[config.mk]
export PLATFORM = sky130hd
export DESIGN_NAME = hbx_bridge
export DESIGN_NICKNAME = d
export VERILOG_FILES = /design/src/logic/hbx_pkg.sv /design/src/logic/hbx_bridge.sv
export VERILOG_INCLUDE_DIRS = /design/src /design/src/logic
export SDC_FILE = /design/constraint.sdc
export NUM_CORES = 1
export LEC_CHECK = 0
export BUFFER_PORTS_ARGS = -buffer_cell sky130_fd_sc_hd__buf_2
export CORE_ASPECT_RATIO = 0.9
export CORE_UTILIZATION = 32
export DETAILED_ROUTE_END_ITERATION = 10
export PLACE_DENSITY_LB_ADDON = 0.1
export SYNTH_ARGS = -nofsm -noshare
export SYNTH_HDL_FRONTEND = slang
export SYNTH_SLANG_ARGS = --single-unit
export TNS_END_PERCENT = 5
[constraint.sdc]
create_clock -name i_ref_clk -period 3.5 [get_ports i_ref_clk]
set_clock_uncertainty 0.2 [all_clocks]
set_input_delay 0.175 -clock i_ref_clk [delete_from_list [all_inputs] [get_ports i_ref_clk]]
set_output_delay 0.175 -clock i_ref_clk [all_outputs]
set_load 0.03 [all_outputs]
[src/logic/hbx_defines.svh]
// hbx_defines.svh: offsets, field positions, reset values and counts of the host bridge register block
// assumes: included by bare name from the package and the bridge module
`ifndef HBX_DEFINES_SVH
`define HBX_DEFINES_SVH

// register byte offsets on the register port
`define HBX_OFS_CFG_ADDR        8'h00
`define HBX_OFS_CFG_DATA        8'h04
`define HBX_OFS_BUS_RANGE       8'h08
`define HBX_OFS_SOFT_RESET      8'h0C
`define HBX_OFS_WIN_BASE        8'h10
`define HBX_REG_STRIDE          8'h04

// software reset key written to the reset register
`define HBX_SOFT_RESET_KEY      32'h0000_000A

// config address port fields, little-endian positions of big-endian bits
`define HBX_CA_REG_HI           31
`define HBX_CA_REG_LO           26
`define HBX_CA_DEV_HI           23
`define HBX_CA_DEV_LO           19
`define HBX_CA_FUN_HI           18
`define HBX_CA_FUN_LO           16
`define HBX_CA_BUS_HI           15
`define HBX_CA_BUS_LO           8
`define HBX_CA_EN_BIT           7
`define HBX_CA_WMASK            32'hFCFF_FF80

// bus number register fields
`define HBX_BN_PRI_HI           23
`define HBX_BN_PRI_LO           16
`define HBX_BN_SUB_HI           7
`define HBX_BN_SUB_LO           0
`define HBX_BN_WMASK            32'h00FF_00FF

`define HBX_RESET_WORD          32'h0000_0000

// translation windows
`define HBX_WINDOW_COUNT        4
`define HBX_TRANSLATION_REGS_OPTION 1'b1
`define HBX_WIN0_HIGH_BITS      16
`define HBX_WIN1_HIGH_BITS      19
`define HBX_WIN2_HIGH_BITS      7
`define HBX_WIN3_HIGH_BITS      25
// build-time high-order values, only used when the registers are left out
`define HBX_WIN0_BUILD_HIGH     32'h0000_0000
`define HBX_WIN1_BUILD_HIGH     32'h0000_0000
`define HBX_WIN2_BUILD_HIGH     32'h0000_0000
`define HBX_WIN3_BUILD_HIGH     32'h0000_0000

`endif

[src/logic/hbx_pkg.sv]
// hbx_pkg.sv: types shared by the host bridge register block and its bench
// assumes: hbx_defines.svh on the include path
`include "hbx_defines.svh"

package hbx_pkg;

    typedef enum logic [0:0] {
        HBX_IDLE,
        HBX_CFG_WAIT
    } hbx_state_e;

    // one configuration cycle handed to the pci side
    typedef struct packed {
        logic        type1;
        logic        write;
        logic [31:0] addr;
        logic [31:0] wdata;
    } hbx_cfg_cmd_s;

    // one register port request
    typedef struct packed {
        logic        wr;
        logic        rd;
        logic        full_word;
        logic [7:0]  addr;
        logic [31:0] wdata;
    } hbx_reg_req_s;

    typedef logic [1:0] hbx_win_t;

endpackage

[src/logic/hbx_bridge.sv]
// hbx_bridge.sv: host bridge configuration mechanism, bus number range and address translation registers
// assumes: one outstanding register request at a time; the pci side answers a config cycle with i_cfg_done
//
// Function
// - software reset clears whole bridge only
// - address port latches writable bits, reads word
// - config ports accept full-word accesses only
// - byte swap between port and pci words
// - address port fields: register, device, function, bus
// - address port unused bits read zero
// - address port bit 24 enables config
// - data port access launches config cycle
// - cycle type from bus number compare
// - data port is 32-bit, reset zero
// - bus number register fields, reset zero
// - registers replace build-time high bits
// - one high-bits register per window
// - high-bits read: low bits zero
// - pci address: high bits plus low bits
// - 64 KiB window substitutes 16 bits
// - 128 byte window substitutes 25 bits
`timescale 1ns/100ps
`default_nettype none
`include "hbx_defines.svh"

module hbx_bridge (
    // clock and reset
    input  wire logic                  i_ref_clk,
    input  wire logic                  i_rst,
    // register port
    input  wire hbx_pkg::hbx_reg_req_s i_reg_req,
    output var  logic [31:0]           o_reg_rdata,
    output var  logic                  o_reg_ack,
    output var  logic                  o_reg_err,
    // configuration cycles toward pci
    output var  hbx_pkg::hbx_cfg_cmd_s o_cfg_cmd,
    output var  logic                  o_cfg_req,
    input  wire logic                  i_cfg_done,
    input  wire logic [31:0]           i_cfg_rdata,
    // address translation
    input  wire logic                  i_xl_valid,
    input  wire hbx_pkg::hbx_win_t     i_xl_win,
    input  wire logic [31:0]           i_xl_addr,
    output var  logic                  o_xl_valid,
    output var  logic [31:0]           o_xl_addr,
    // bridge reset status
    output var  logic                  o_soft_rst
);

    localparam int NWIN = `HBX_WINDOW_COUNT;

    // mask of the top n address bits of a window
    function automatic logic [31:0] high_mask(input hbx_pkg::hbx_win_t w);
        int n;
        n = 0;
        case (w)
            2'd0:    n = `HBX_WIN0_HIGH_BITS;
            2'd1:    n = `HBX_WIN1_HIGH_BITS;
            2'd2:    n = `HBX_WIN2_HIGH_BITS;
            default: n = `HBX_WIN3_HIGH_BITS;
        endcase
        high_mask = ~(32'hFFFF_FFFF >> n);
    endfunction

    function automatic logic [31:0] build_high(input hbx_pkg::hbx_win_t w);
        case (w)
            2'd0:    build_high = `HBX_WIN0_BUILD_HIGH;
            2'd1:    build_high = `HBX_WIN1_BUILD_HIGH;
            2'd2:    build_high = `HBX_WIN2_BUILD_HIGH;
            default: build_high = `HBX_WIN3_BUILD_HIGH;
        endcase
    endfunction

    // big-endian port word versus little-endian pci word
    function automatic logic [31:0] swap32(input logic [31:0] v);
        swap32 = {v[7:0], v[15:8], v[23:16], v[31:24]};
    endfunction

    logic                soft_rst_q;
    logic                rst_all;
    logic [31:0]         cfg_addr_q;
    logic [31:0]         cfg_data_q;
    logic [31:0]         bus_range_q;
    logic [31:0]         win_q [NWIN];
    hbx_pkg::hbx_state_e state_q;
    logic                pend_rd_q;

    // soft reset acts one cycle and spares everything outside the bridge
    assign rst_all = i_rst | soft_rst_q;

    logic        acc;
    logic        hit_addr;
    logic        hit_data;
    logic        hit_bus;
    logic        hit_rst;
    logic        hit_win;
    logic [1:0]  win_sel;
    logic [7:0]  tgt_bus;
    logic [7:0]  pri_bus;
    logic [7:0]  sub_bus;
    logic        is_type0;
    logic        is_type1;
    logic        cfg_ok;

    assign acc      = (i_reg_req.wr | i_reg_req.rd) & (state_q == hbx_pkg::HBX_IDLE);
    assign hit_addr = i_reg_req.addr == `HBX_OFS_CFG_ADDR;
    assign hit_data = i_reg_req.addr == `HBX_OFS_CFG_DATA;
    assign hit_bus  = i_reg_req.addr == `HBX_OFS_BUS_RANGE;
    assign hit_rst  = i_reg_req.addr == `HBX_OFS_SOFT_RESET;
    assign hit_win  = (i_reg_req.addr >= `HBX_OFS_WIN_BASE) && (i_reg_req.addr[1:0] == 2'b00)
                      && (i_reg_req.addr < `HBX_OFS_WIN_BASE + 8'(NWIN * 4));
    assign win_sel  = 2'((i_reg_req.addr - `HBX_OFS_WIN_BASE) >> 2);
    assign tgt_bus  = cfg_addr_q[`HBX_CA_BUS_HI:`HBX_CA_BUS_LO];
    assign pri_bus  = bus_range_q[`HBX_BN_PRI_HI:`HBX_BN_PRI_LO];
    assign sub_bus  = bus_range_q[`HBX_BN_SUB_HI:`HBX_BN_SUB_LO];
    assign is_type0 = tgt_bus == pri_bus;
    assign is_type1 = (tgt_bus > pri_bus) && (tgt_bus <= sub_bus);
    assign cfg_ok   = cfg_addr_q[`HBX_CA_EN_BIT] & (is_type0 | is_type1);

    // partial accesses to the config ports never reach pci
    logic cfg_port;
    logic bad_size;
    assign cfg_port = hit_addr | hit_data | hit_bus;
    assign bad_size = cfg_port & ~i_reg_req.full_word;

    always_ff @(posedge i_ref_clk) begin
        if (i_rst) begin
            soft_rst_q <= 1'b0;
        end else begin
            soft_rst_q <= acc & i_reg_req.wr & hit_rst & (i_reg_req.wdata == `HBX_SOFT_RESET_KEY);
        end
    end

    always_ff @(posedge i_ref_clk) begin
        if (rst_all) begin
            cfg_addr_q <= `HBX_RESET_WORD;
        end else if (acc & i_reg_req.wr & hit_addr & ~bad_size) begin
            cfg_addr_q <= i_reg_req.wdata & `HBX_CA_WMASK;
        end
    end

    always_ff @(posedge i_ref_clk) begin
        if (rst_all) begin
            bus_range_q <= `HBX_RESET_WORD;
        end else if (acc & i_reg_req.wr & hit_bus & ~bad_size) begin
            bus_range_q <= i_reg_req.wdata & `HBX_BN_WMASK;
        end
    end

    always_ff @(posedge i_ref_clk) begin
        if (rst_all) begin
            cfg_data_q <= `HBX_RESET_WORD;
        end else if (acc & i_reg_req.wr & hit_data & ~bad_size) begin
            cfg_data_q <= i_reg_req.wdata;
        end else if (state_q == hbx_pkg::HBX_CFG_WAIT && i_cfg_done && pend_rd_q) begin
            cfg_data_q <= swap32(i_cfg_rdata);
        end
    end

    // one high-bits register per window, only the window's top bits store
    genvar g;
    generate
        for (g = 0; g < NWIN; g++) begin : g_win
            always_ff @(posedge i_ref_clk) begin
                if (rst_all) begin
                    win_q[g] <= `HBX_RESET_WORD;
                end else if (acc & i_reg_req.wr & hit_win & (win_sel == 2'(g))) begin
                    win_q[g] <= i_reg_req.wdata & high_mask(2'(g));
                end
            end
        end
    endgenerate

    // config cycle sequencing
    always_ff @(posedge i_ref_clk) begin
        if (rst_all) begin
            state_q   <= hbx_pkg::HBX_IDLE;
            pend_rd_q <= 1'b0;
            o_cfg_req <= 1'b0;
            o_cfg_cmd <= '0;
        end else begin
            case (state_q)
                hbx_pkg::HBX_IDLE: begin
                    if (acc & hit_data & ~bad_size & cfg_ok) begin
                        state_q         <= hbx_pkg::HBX_CFG_WAIT;
                        pend_rd_q       <= i_reg_req.rd;
                        o_cfg_req       <= 1'b1;
                        o_cfg_cmd.type1 <= ~is_type0;
                        o_cfg_cmd.write <= i_reg_req.wr;
                        o_cfg_cmd.addr  <= {8'h00,
                                            is_type0 ? 8'h00 : tgt_bus,
                                            cfg_addr_q[`HBX_CA_DEV_HI:`HBX_CA_DEV_LO],
                                            cfg_addr_q[`HBX_CA_FUN_HI:`HBX_CA_FUN_LO],
                                            cfg_addr_q[`HBX_CA_REG_HI:`HBX_CA_REG_LO],
                                            1'b0, ~is_type0};
                        o_cfg_cmd.wdata <= swap32(i_reg_req.wdata);
                    end
                end
                hbx_pkg::HBX_CFG_WAIT: begin
                    if (i_cfg_done) begin
                        state_q   <= hbx_pkg::HBX_IDLE;
                        o_cfg_req <= 1'b0;
                    end
                end
                default: begin
                    state_q <= hbx_pkg::HBX_IDLE;
                end
            endcase
        end
    end

    // register answers; a launched data-port access answers when pci finishes
    always_ff @(posedge i_ref_clk) begin
        if (rst_all) begin
            o_reg_ack   <= 1'b0;
            o_reg_err   <= 1'b0;
            o_reg_rdata <= `HBX_RESET_WORD;
        end else begin
            o_reg_ack   <= 1'b0;
            o_reg_err   <= 1'b0;
            o_reg_rdata <= `HBX_RESET_WORD;
            if (state_q == hbx_pkg::HBX_CFG_WAIT && i_cfg_done) begin
                o_reg_ack   <= 1'b1;
                o_reg_rdata <= pend_rd_q ? swap32(i_cfg_rdata) : `HBX_RESET_WORD;
            end else if (acc & ~(hit_data & ~bad_size & cfg_ok)) begin
                o_reg_ack <= 1'b1;
                if (bad_size) begin
                    o_reg_err <= 1'b1;
                end else if (hit_addr) begin
                    o_reg_rdata <= cfg_addr_q & `HBX_CA_WMASK;
                end else if (hit_data) begin
                    o_reg_err   <= 1'b1;
                    o_reg_rdata <= cfg_data_q;
                end else if (hit_bus) begin
                    o_reg_rdata <= bus_range_q;
                end else if (hit_win) begin
                    o_reg_rdata <= win_q[win_sel] & high_mask(win_sel);
                end else if (!hit_rst) begin
                    o_reg_err <= 1'b1;
                end
            end
        end
    end

    // translation: high bits from the register, low bits straight through
    logic [31:0] xl_high;
    assign xl_high = `HBX_TRANSLATION_REGS_OPTION ? win_q[i_xl_win] : build_high(i_xl_win);

    always_ff @(posedge i_ref_clk) begin
        if (rst_all) begin
            o_xl_valid <= 1'b0;
            o_xl_addr  <= `HBX_RESET_WORD;
        end else begin
            o_xl_valid <= i_xl_valid;
            o_xl_addr  <= (xl_high & high_mask(i_xl_win)) | (i_xl_addr & ~high_mask(i_xl_win));
        end
    end

    always_ff @(posedge i_ref_clk) begin
        if (i_rst) begin
            o_soft_rst <= 1'b0;
        end else begin
            o_soft_rst <= soft_rst_q;
        end
    end

endmodule

`default_nettype wire

Word-level counts from Yosys, hierarchy flattened:

Memories as Yosys holds them, arrays and structs flattened.
Cells that the tools add are included.

* register bits: 200
* bits in writable memories: 100
* input bits: 113
* output and inout port bits: 135
* logic and storage cells: 149
* memories: 1

Memory list
* win_q: words 4, bits a word 25, read ports 2, clocked after memory_dff 0, write ports 4, line hbx_bridge.sv:84 `logic [31:0] win_q [NWIN];`

* add/subtract/negate cells: 1
* magnitude comparators: 4
* eq/ne operators: 12
* shift operators: 2
* multiplexer cells: 54
* bitwise gates (word level): 45
* reduce and logical (&&, ||, !) cells: 13

Operators with widths (number)
* $mux W32: 19
* $mux W25: 4
* $and A32 B32 Y32: 3
* $not A32 Y32: 3
* $shr A32 B32 Y32 const A: 2
* $eq A32 B4 Y1 const B: 1
* $or A32 B32 Y32: 1
* $pmux W5 S3: 2
* $mux W1: 26
* $and A1 B1 Y1: 23
* $eq A8 B4 Y1 const B: 2
* $or A1 B1 Y1: 9
* $eq A8 B3 Y1 const B: 1
* $eq A8 B8 Y1: 1
* $ge A8 B5 Y1 const B: 1
* $gt A8 B8 Y1: 1
* $le A8 B8 Y1: 1
* $logic_not A8 Y1: 1
* $lt A8 B6 Y1 const B: 1
* $mux W8: 1
* $eq A2 B2 Y1 const B: 3
* $logic_not A2 Y1: 3
* $not A1 Y1: 6
* $logic_and A1 B1 Y1: 5
* 8 further kinds: 11

Longest topological paths before layout:

Gate-level depths: netlist of run 1.

* depth in word-level cells: 22
* mapped depth: 10
* depth with buffers taken out: 8

Least setup slack after synthesis of run 1:

OpenSTA, ideal clock, no wires.

* path type: in2reg
* start: in i_reg_req[37] (netlist bit)
* end: mem win_q[3][0] (netlist bit) (enable)
* library setup time: 0.442 ns
* arrival time: 2.993 ns
* required time: 2.858 ns
* slack: -0.135 ns
* stages: 5
* path buffers: 1
* cells stage by stage: nor4_1 -> nor2b_1 -> clkbuf_1 -> nand3_1 -> o21ai_0

RTL lines
* start: declaration: line hbx_bridge.sv:31 `input wire hbx_pkg::hbx_reg_req_s i_reg_req,`
* end: declaration: line hbx_bridge.sv:84

Worst setup path after layout of run 1:

* start: reg cfg_addr_q[15]
* end: reg o_cfg_cmd[26] (netlist bit)

* longest elaborated chain between the ends: 6
* elaborated cells on any way between the ends: 8
* classes of those cells: 2 x order compare; 1 x eq/ne; 3 x bitwise; 2 x reduce/logical

RTL lines
* start: declaration: line hbx_bridge.sv:81 `logic [31:0] cfg_addr_q;`
* start signal: assignment: line hbx_bridge.sv:136 `` cfg_addr_q <= `HBX_RESET_WORD; ``
* start signal: assignment: line hbx_bridge.sv:138 `` cfg_addr_q <= i_reg_req.wdata & `HBX_CA_WMASK; ``
* $gt A8 B8 Y1 or $le A8 B8 Y1 (tied branches): line hbx_bridge.sv:117 `assign is_type1 = (tgt_bus > pri_bus) && (tgt_bus <= sub_bus);`
* $logic_and A1 B1 Y1: line hbx_bridge.sv:117
* $or A1 B1 Y1 *: line hbx_bridge.sv:118 `` assign cfg_ok = cfg_addr_q[`HBX_CA_EN_BIT] & (is_type0 | is_type1); ``
* $and A1 B1 Y1 *: line hbx_bridge.sv:118
* $and A1 B1 Y1 *: line hbx_bridge.sv:184 `if (acc & hit_data & ~bad_size & cfg_ok) begin`
* $reduce_and A2 Y1 (no source line) *
* end: declaration: line hbx_bridge.sv:36 `output var hbx_pkg::hbx_cfg_cmd_s o_cfg_cmd,`

Every way passes the cells marked *; elsewhere a longest branch is shown, timed or not.
A chain may end at the register's enable or synchronous reset.

==> results of run 1 <==
==> metrics by stage <==
stage / setup slack (ns) / power [mW] / instances / utilization, %
finish: 0.376 / 7.03 / 1920 / 43.3
global route: 0.201 / 7.28 / 1920 / 43.3
CTS: 0.392 / 7.12 / 1920 / 43.3
detailed placement: 0.251 / 3.84 / 1761 / 37.6
global placement: 0.230 / 3.83 / 1761 / 37.6
floorplan: 0.296 / 3.58 / 1110 / -
==> cell families after synthesis <==
| kind of cell | after synthesis |
|---|---|
| muxes | 148 |
| adders and majority gates | 17 |
| DFF | 266 |
| other | 1 |
| and+or+nand+nor | 392 |
| buffers and inverters | 112 |
| AOI/OAI and AO/OA | 166 |
==> synthesized netlist by cell type, types with 8 or more instances <==
cell type	count	share of area [%]
dfxtp_1	199	35
nor2_1	135	4.4
mux2i_1	125	11
and2_1	92	5.0
nand2_1	68	2.2
edfxtp_1	67	17
clkbuf_1	59	1.9
o21ai_1	42	1.8
nand3_1	36	1.6
a211oi_1	35	2.3
inv_1	26	0.85
a21oi_1	23	1.0
mux4_2	23	4.5
ha_1	16	1.7
o21ai_0	14	0.61
nand2b_1	13	0.71
buf_4	11	0.72
nor4_1	10	0.54
o22ai_1	9	0.49
nor3_1	8	0.35
o221ai_1	8	0.61
==> layer usage <==
layer | global-route usage (%) | vias up | share of wire (%)
li1 | - | 4554 | -
met1 | 31.5 | 4646 | 48
met2 | 34.6 | 319 | 45
met3 | 3.21 | 51 | 5.6
met4 | 5.30 | 0 | 2.0
met5 | 0 | - | 0
==> state kept, by name (all words and copies together), names as in the netlist <==
| register | cells |
|---|---|
| o_cfg_req | 1 |
| o_soft_rst | 1 |
| win_q | 67 |
| soft_rst_q | 1 |
| o_reg_err | 1 |
| cfg_data_q | 32 |
| bus_range_q | 16 |
| cfg_addr_q | 23 |
| state_q | 1 |
| o_xl_addr | 32 |
| o_xl_valid | 1 |
| pend_rd_q | 1 |
| o_reg_ack | 1 |
| o_cfg_cmd | 56 |
| o_reg_rdata | 32 |
==> area by class of cell <==
cell class | count | area share [%]
clock buffers | 44 | 5.74
well taps | 469 | 3.85
multi-input cells | 732 | 33.3
flip-flops and latches | 266 | 39.3
clock inverters | 12 | 0.738
inverters | 26 | 0.640
repair buffers | 371 | 16.4
==> what timing repair did <==
| item | CTS | global route |
|---|---|---|
| hold buffers | 103 | 0 |
| endpoints found under the setup margin | 0 | 0 |
| hold endpoints to repair | 236 | 0 |
==> power groups by stage <==
stage	clock network (mW)	logic, mW	registers [mW]
final	3.17	0.603	3.25
after global routing	3.38	0.643	3.25
after CTS	3.26	0.608	3.25
after detailed placement	0	0.521	3.32
after global placement	0	0.521	3.31
after floorplan	0	0.215	3.37
==> worst min-delay path, cell delays in order <==
cell and delay, ns:
buf_2 0.36, nand3_1 0.17, a21oi_1 0.06
==> final timing paths <==
kind / from / endpoint / cells after the start
setup / recovery: cfg_addr_q[15]$_SDFFE_PP0P_ / o_cfg_cmd[26]$_SDFFE_PP0P_ / 9
hold / removal: i_xl_win[1] / o_xl_addr[8]$_SDFF_PP0_ / 3
setup reg to reg: cfg_addr_q[15]$_SDFFE_PP0P_ / o_cfg_cmd[26]$_SDFFE_PP0P_ / 9
hold reg to reg: o_cfg_cmd[54]$_SDFFE_PP0P_ / o_cfg_cmd[54]$_SDFFE_PP0P_ / 2
==> metrics.txt, run 1 <==
Worst-path clk slew=0.06 ns; GR Overflow Total=0; worst-margin pin slew=about 1.2 ns; synthesized area per cell=10.4 sq um; vias in the first global route=9443; number of I/O pins=between 200 and 250; cell area after layout=~15000 sq um; family with the most delay on the worst path=compound AO/OA/AOI/OAI gates; crit path max-delay cell type=dfxtp_1; GPL Wtd Cong=0.808; count of state elements after synthesis=266; area occupied by multi-input gates=between 5000 and 6000 sq um; Fill cells=3504; Switching Power=1.69 mW; fin. max-slew vios=0; fmax=320 MHz; Synth Area in Adders=1.83%; most common cell after layout, fill and taps aside=buf_2; Chip Height=182 microns; Post-Synth XOR/XNOR Area=0%; top_reg_cell synth=dfxtp_1; CP dominant cell by count=buf_4; most frequent cells in the layout=buf_2, dfxtp_1, nor2_1; main combinational cell family by area after synthesis=simple AND/OR/NAND/NOR gates; post-CTS sizing=0; Synth Cell Area=11500 sq um; Register Area=6000 sq um; hold slack=0.0507 ns; synth warn=0; delay of the slowest cell on the worst path=0.56 ns; CP arrival=3.35 ns; DR WL/cell=21.3 microns; Final Setup Violations=0; Cell variety after synth=54; Post-CTS Setup Bufs=0; DRC viols=0; Worst Setup End Kind=flip-flop; RSZ-0062 raised after global routing=false; Port Buffer Count=231; minimum clock period=3.12 ns; Placed Area=13200 sq um; DR pass1 iterations=5; sw frac=24.1%; Synth Area in Simple Gates=16.8%; share of layout cells above drive strength 1=24.3%; area of the core=35200 sq um; mux share of post-synthesis cell area=15.4%; VDD IR max=0.000393 V; starting density of the core=between 30% and 40%; crit start category=flip-flop; Clock power frac=45.2%; Power Internal=approximately 5.3 mW; root buf cell=clkbuf_16; total CTS buffers=30; sequential share of power=46.2%; clk sinks=266; CTS H-tree depth=1; CTS tree=done; ANT nets after route=0; pin count of the biggest net entering global routing=132; status=completed; Layout area overhead=32.7%; worst-case clock buffer depth=3; Post-Synthesis Cells=1102; maxcap violations=0; critical path type=flip-flop to flip-flop; setup TNS=0 ns; worst skew pair latency=0.57 ns; Comb pwr share=between 8 and 9%; die width=202 microns; CP bufs+invs=2; CP max FO=33; Final Hold Viols=0; register area share after synthesis=52.1%; nets@finish=1556; Post-synth EDFFs=67; post-synthesis compound-gate area fraction=roughly a tenth; dpl hpwl=27500 microns; WL final=40800 microns; max_slew headroom=a little over a fifth; LEAKAGE=6.99 nW; num rows=65; PD cells=460 nW/um^2; antenna violations before repair=1; total number of vias=9570; first-pass GRT wire length=60500 microns; Tcrit/Tclk final=between 80% and 90%; crit-path cells=ha_1 -> a21oi_1 -> o21ai_0 -> a2111oi_0 -> buf_4 -> o221ai_4 -> buf_4 -> mux2i_1 -> nor2_1; diode count=0; total track usage=22.0%; ys async rst share=0%; area of the die=approximately 37000 sq um; Min-Delay Path Class=primary input to flip-flop; vias per inst=~5.0; Critical Path RT=3.73 ns; Reg2Reg Setup Slack=about 0.38 ns; initial DRC count=615
Power figures use the tool's default switching activity.
==> run 2: changes to the inputs <==
--- a/config.mk
+++ b/config.mk
@@ -8,9 +8,11 @@
 export LEC_CHECK = 0
 export BUFFER_PORTS_ARGS = -buffer_cell sky130_fd_sc_hd__buf_2
 export CORE_ASPECT_RATIO = 0.9
-export CORE_UTILIZATION = 32
+export CORE_UTILIZATION = 49
 export DETAILED_ROUTE_END_ITERATION = 10
 export PLACE_DENSITY_LB_ADDON = 0.1
+export REMOVE_ABC_BUFFERS = 1
+export SKIP_LAST_GASP = 1
 export SYNTH_ARGS = -nofsm -noshare
 export SYNTH_HDL_FRONTEND = slang
 export SYNTH_SLANG_ARGS = --single-unit
==> metrics.txt, run 2 (synthesis results as in run 1) <==
status=completed; Final Setup Violations=0; hold depth=3; grt met3 use=4.66%; crit-path cells=inv_1 -> ha_1 -> nand2b_1 -> a2111oi_0 -> buf_4 -> nor4_4 -> o22ai_1 -> nand3_1 -> o21ai_1; num rows=52; crit path max-delay cell type=nand3_1; minimum clock period=3.29 ns; met1 usage=approximately two fifths; maxcap violations=0; DR WL/cell=19.8 microns; Layout area overhead=29.7%; DRC viols=0; share of layout cells above drive strength 1=24.1%; nets@finish=1549; Critical Path RT=3.75 ns; dpl hpwl=between 20000 and 25000 microns; area of the core=22800 sq um; worst skew pair latency=between 0.5 and 0.6 ns; GR Layer Usage met2=about 47%; most common cell after layout, fill and taps aside=buf_2; max_slew headroom=37.0%; number of I/O pins=248; die width=roughly 160 microns; CP arrival=3.54 ns; hold slack=0.0933 ns; Min-Delay Path Class=primary input to flip-flop; CTS H-tree depth=1; RSZ-0062 raised after global routing=false; worst reg-to-reg path cell count=9; largest reg by FF count=win_q; WL final=34400 microns; total number of vias=9601; Final Hold Viols=0; Finished Core Util=65.5%; hold buffer count at CTS=98; LEAKAGE=6.94 nW; pin count of the biggest net entering global routing=49; total CTS buffers=28; starting density of the core=50.5%; Largest regs=win_q: 67 flops, o_cfg_cmd: 56 flops; Placed Cells=1589; setup TNS=0 ns; Tcrit/Tclk final=94.0%; ANT nets after route=0; first-pass GRT wire length=roughly 53000 microns; VDD IR max=0.000429 V; CP max FO=9; max FFs per register=67; DR pass1 iterations=5; GPL Wtd Cong=0.819; clk sinks=266; delay of the slowest cell on the worst path=~0.6 ns; Port Buffer Count=231; worst-case clock buffer depth=3; vias per inst=5.52; CP bufs+invs=2; Worst-path clk slew=0.06 ns; initial DRC count=751; most frequent cells in the layout=buf_2, dfxtp_1, nor2_1; PD cells=457 nW/um^2; total track usage=28.5%; antenna violations before repair=0; fin. max-slew vios=0; WP depth=9; diode count=0; fmax=between 300 and 400 MHz; Finished Layout Cells=1739; area of the die=24100 sq um; total chip power=6.81 mW; root buf cell=clkbuf_16; worst-margin pin slew=0.945 ns; CTS tree=done; post-CTS sizing=0; family with the most delay on the worst path=compound AO/OA/AOI/OAI gates; vias in the first global route=9437; busiest grt layer=met2; Post-CTS Setup Bufs=0; critical path type=flip-flop to flip-flop; Chip Height=147 microns; GR Overflow Total=0; crit start category=flip-flop; Worst Setup End Kind=flip-flop
==> run 2: per-stage QoR <==
stage,instance area (sq um),setup WS (ns)
6_report,14900,0.210
5_1_grt,14900,0.126
4_1_cts,14900,0.304
3_5_place_dp,13000,0.369
3_3_place_gp,13000,0.415
2_1_floorplan,11100,-1.15
==> run 2: worst register-to-register path, cell delays in order (launching register included) <==
cell	delay, ns
dfxtp_1	0.35
inv_1	0.11
ha_1	0.31
nand2b_1	0.15
a2111oi_0	0.45
buf_4	0.20
nor4_4	0.05
o22ai_1	0.47
nand3_1	0.60
o21ai_1	0.31
==> run 2: report_power, final <==
group | leakage, nW | switching (mW) | internal [mW] | total, mW
registers | 2.25 | 0.0278 | 3.22 | 3.25
logic | 4.24 | 0.334 | 0.236 | 0.569
clock network | 0.450 | 1.18 | 1.82 | 3.00
total | 6.94 | 1.54 | 5.27 | 6.81
==> run 2: path summary, 6_finish.rpt <==
| kind | startpoint | endpoint | slack (ns) |
|---|---|---|---|
| setup / recovery | cfg_addr_q[8]$_SDFFE_PP0P_ | o_reg_rdata[3]$_SDFF_PP0_ | 0.21 |
| hold / removal | i_xl_win[1] | o_xl_addr[12]$_SDFF_PP0_ | 0.09 |
| setup reg to reg | cfg_addr_q[8]$_SDFFE_PP0P_ | o_reg_rdata[3]$_SDFF_PP0_ | 0.21 |
| hold reg to reg | o_cfg_cmd[49]$_SDFFE_PP0P_ | o_cfg_cmd[49]$_SDFFE_PP0P_ | 0.26 |
==> run 2: layout make-up <==
class                   count  area [sq um]
flip-flops and latches    266          6000
multi-input cells         732          5090
fillers                  1867          7860
clock buffers              45           817
repair buffers            366          2430
clock inverters             7           116
inverters                  26          97.6
well taps                 297           372
==> run 2: layer usage <==
layer | up-vias | share of wire (%)
li1 | 4528 | -
met1 | 4602 | 43
met2 | 408 | 47
met3 | 63 | 7.4
met4 | 0 | 2.9
met5 | - | 0
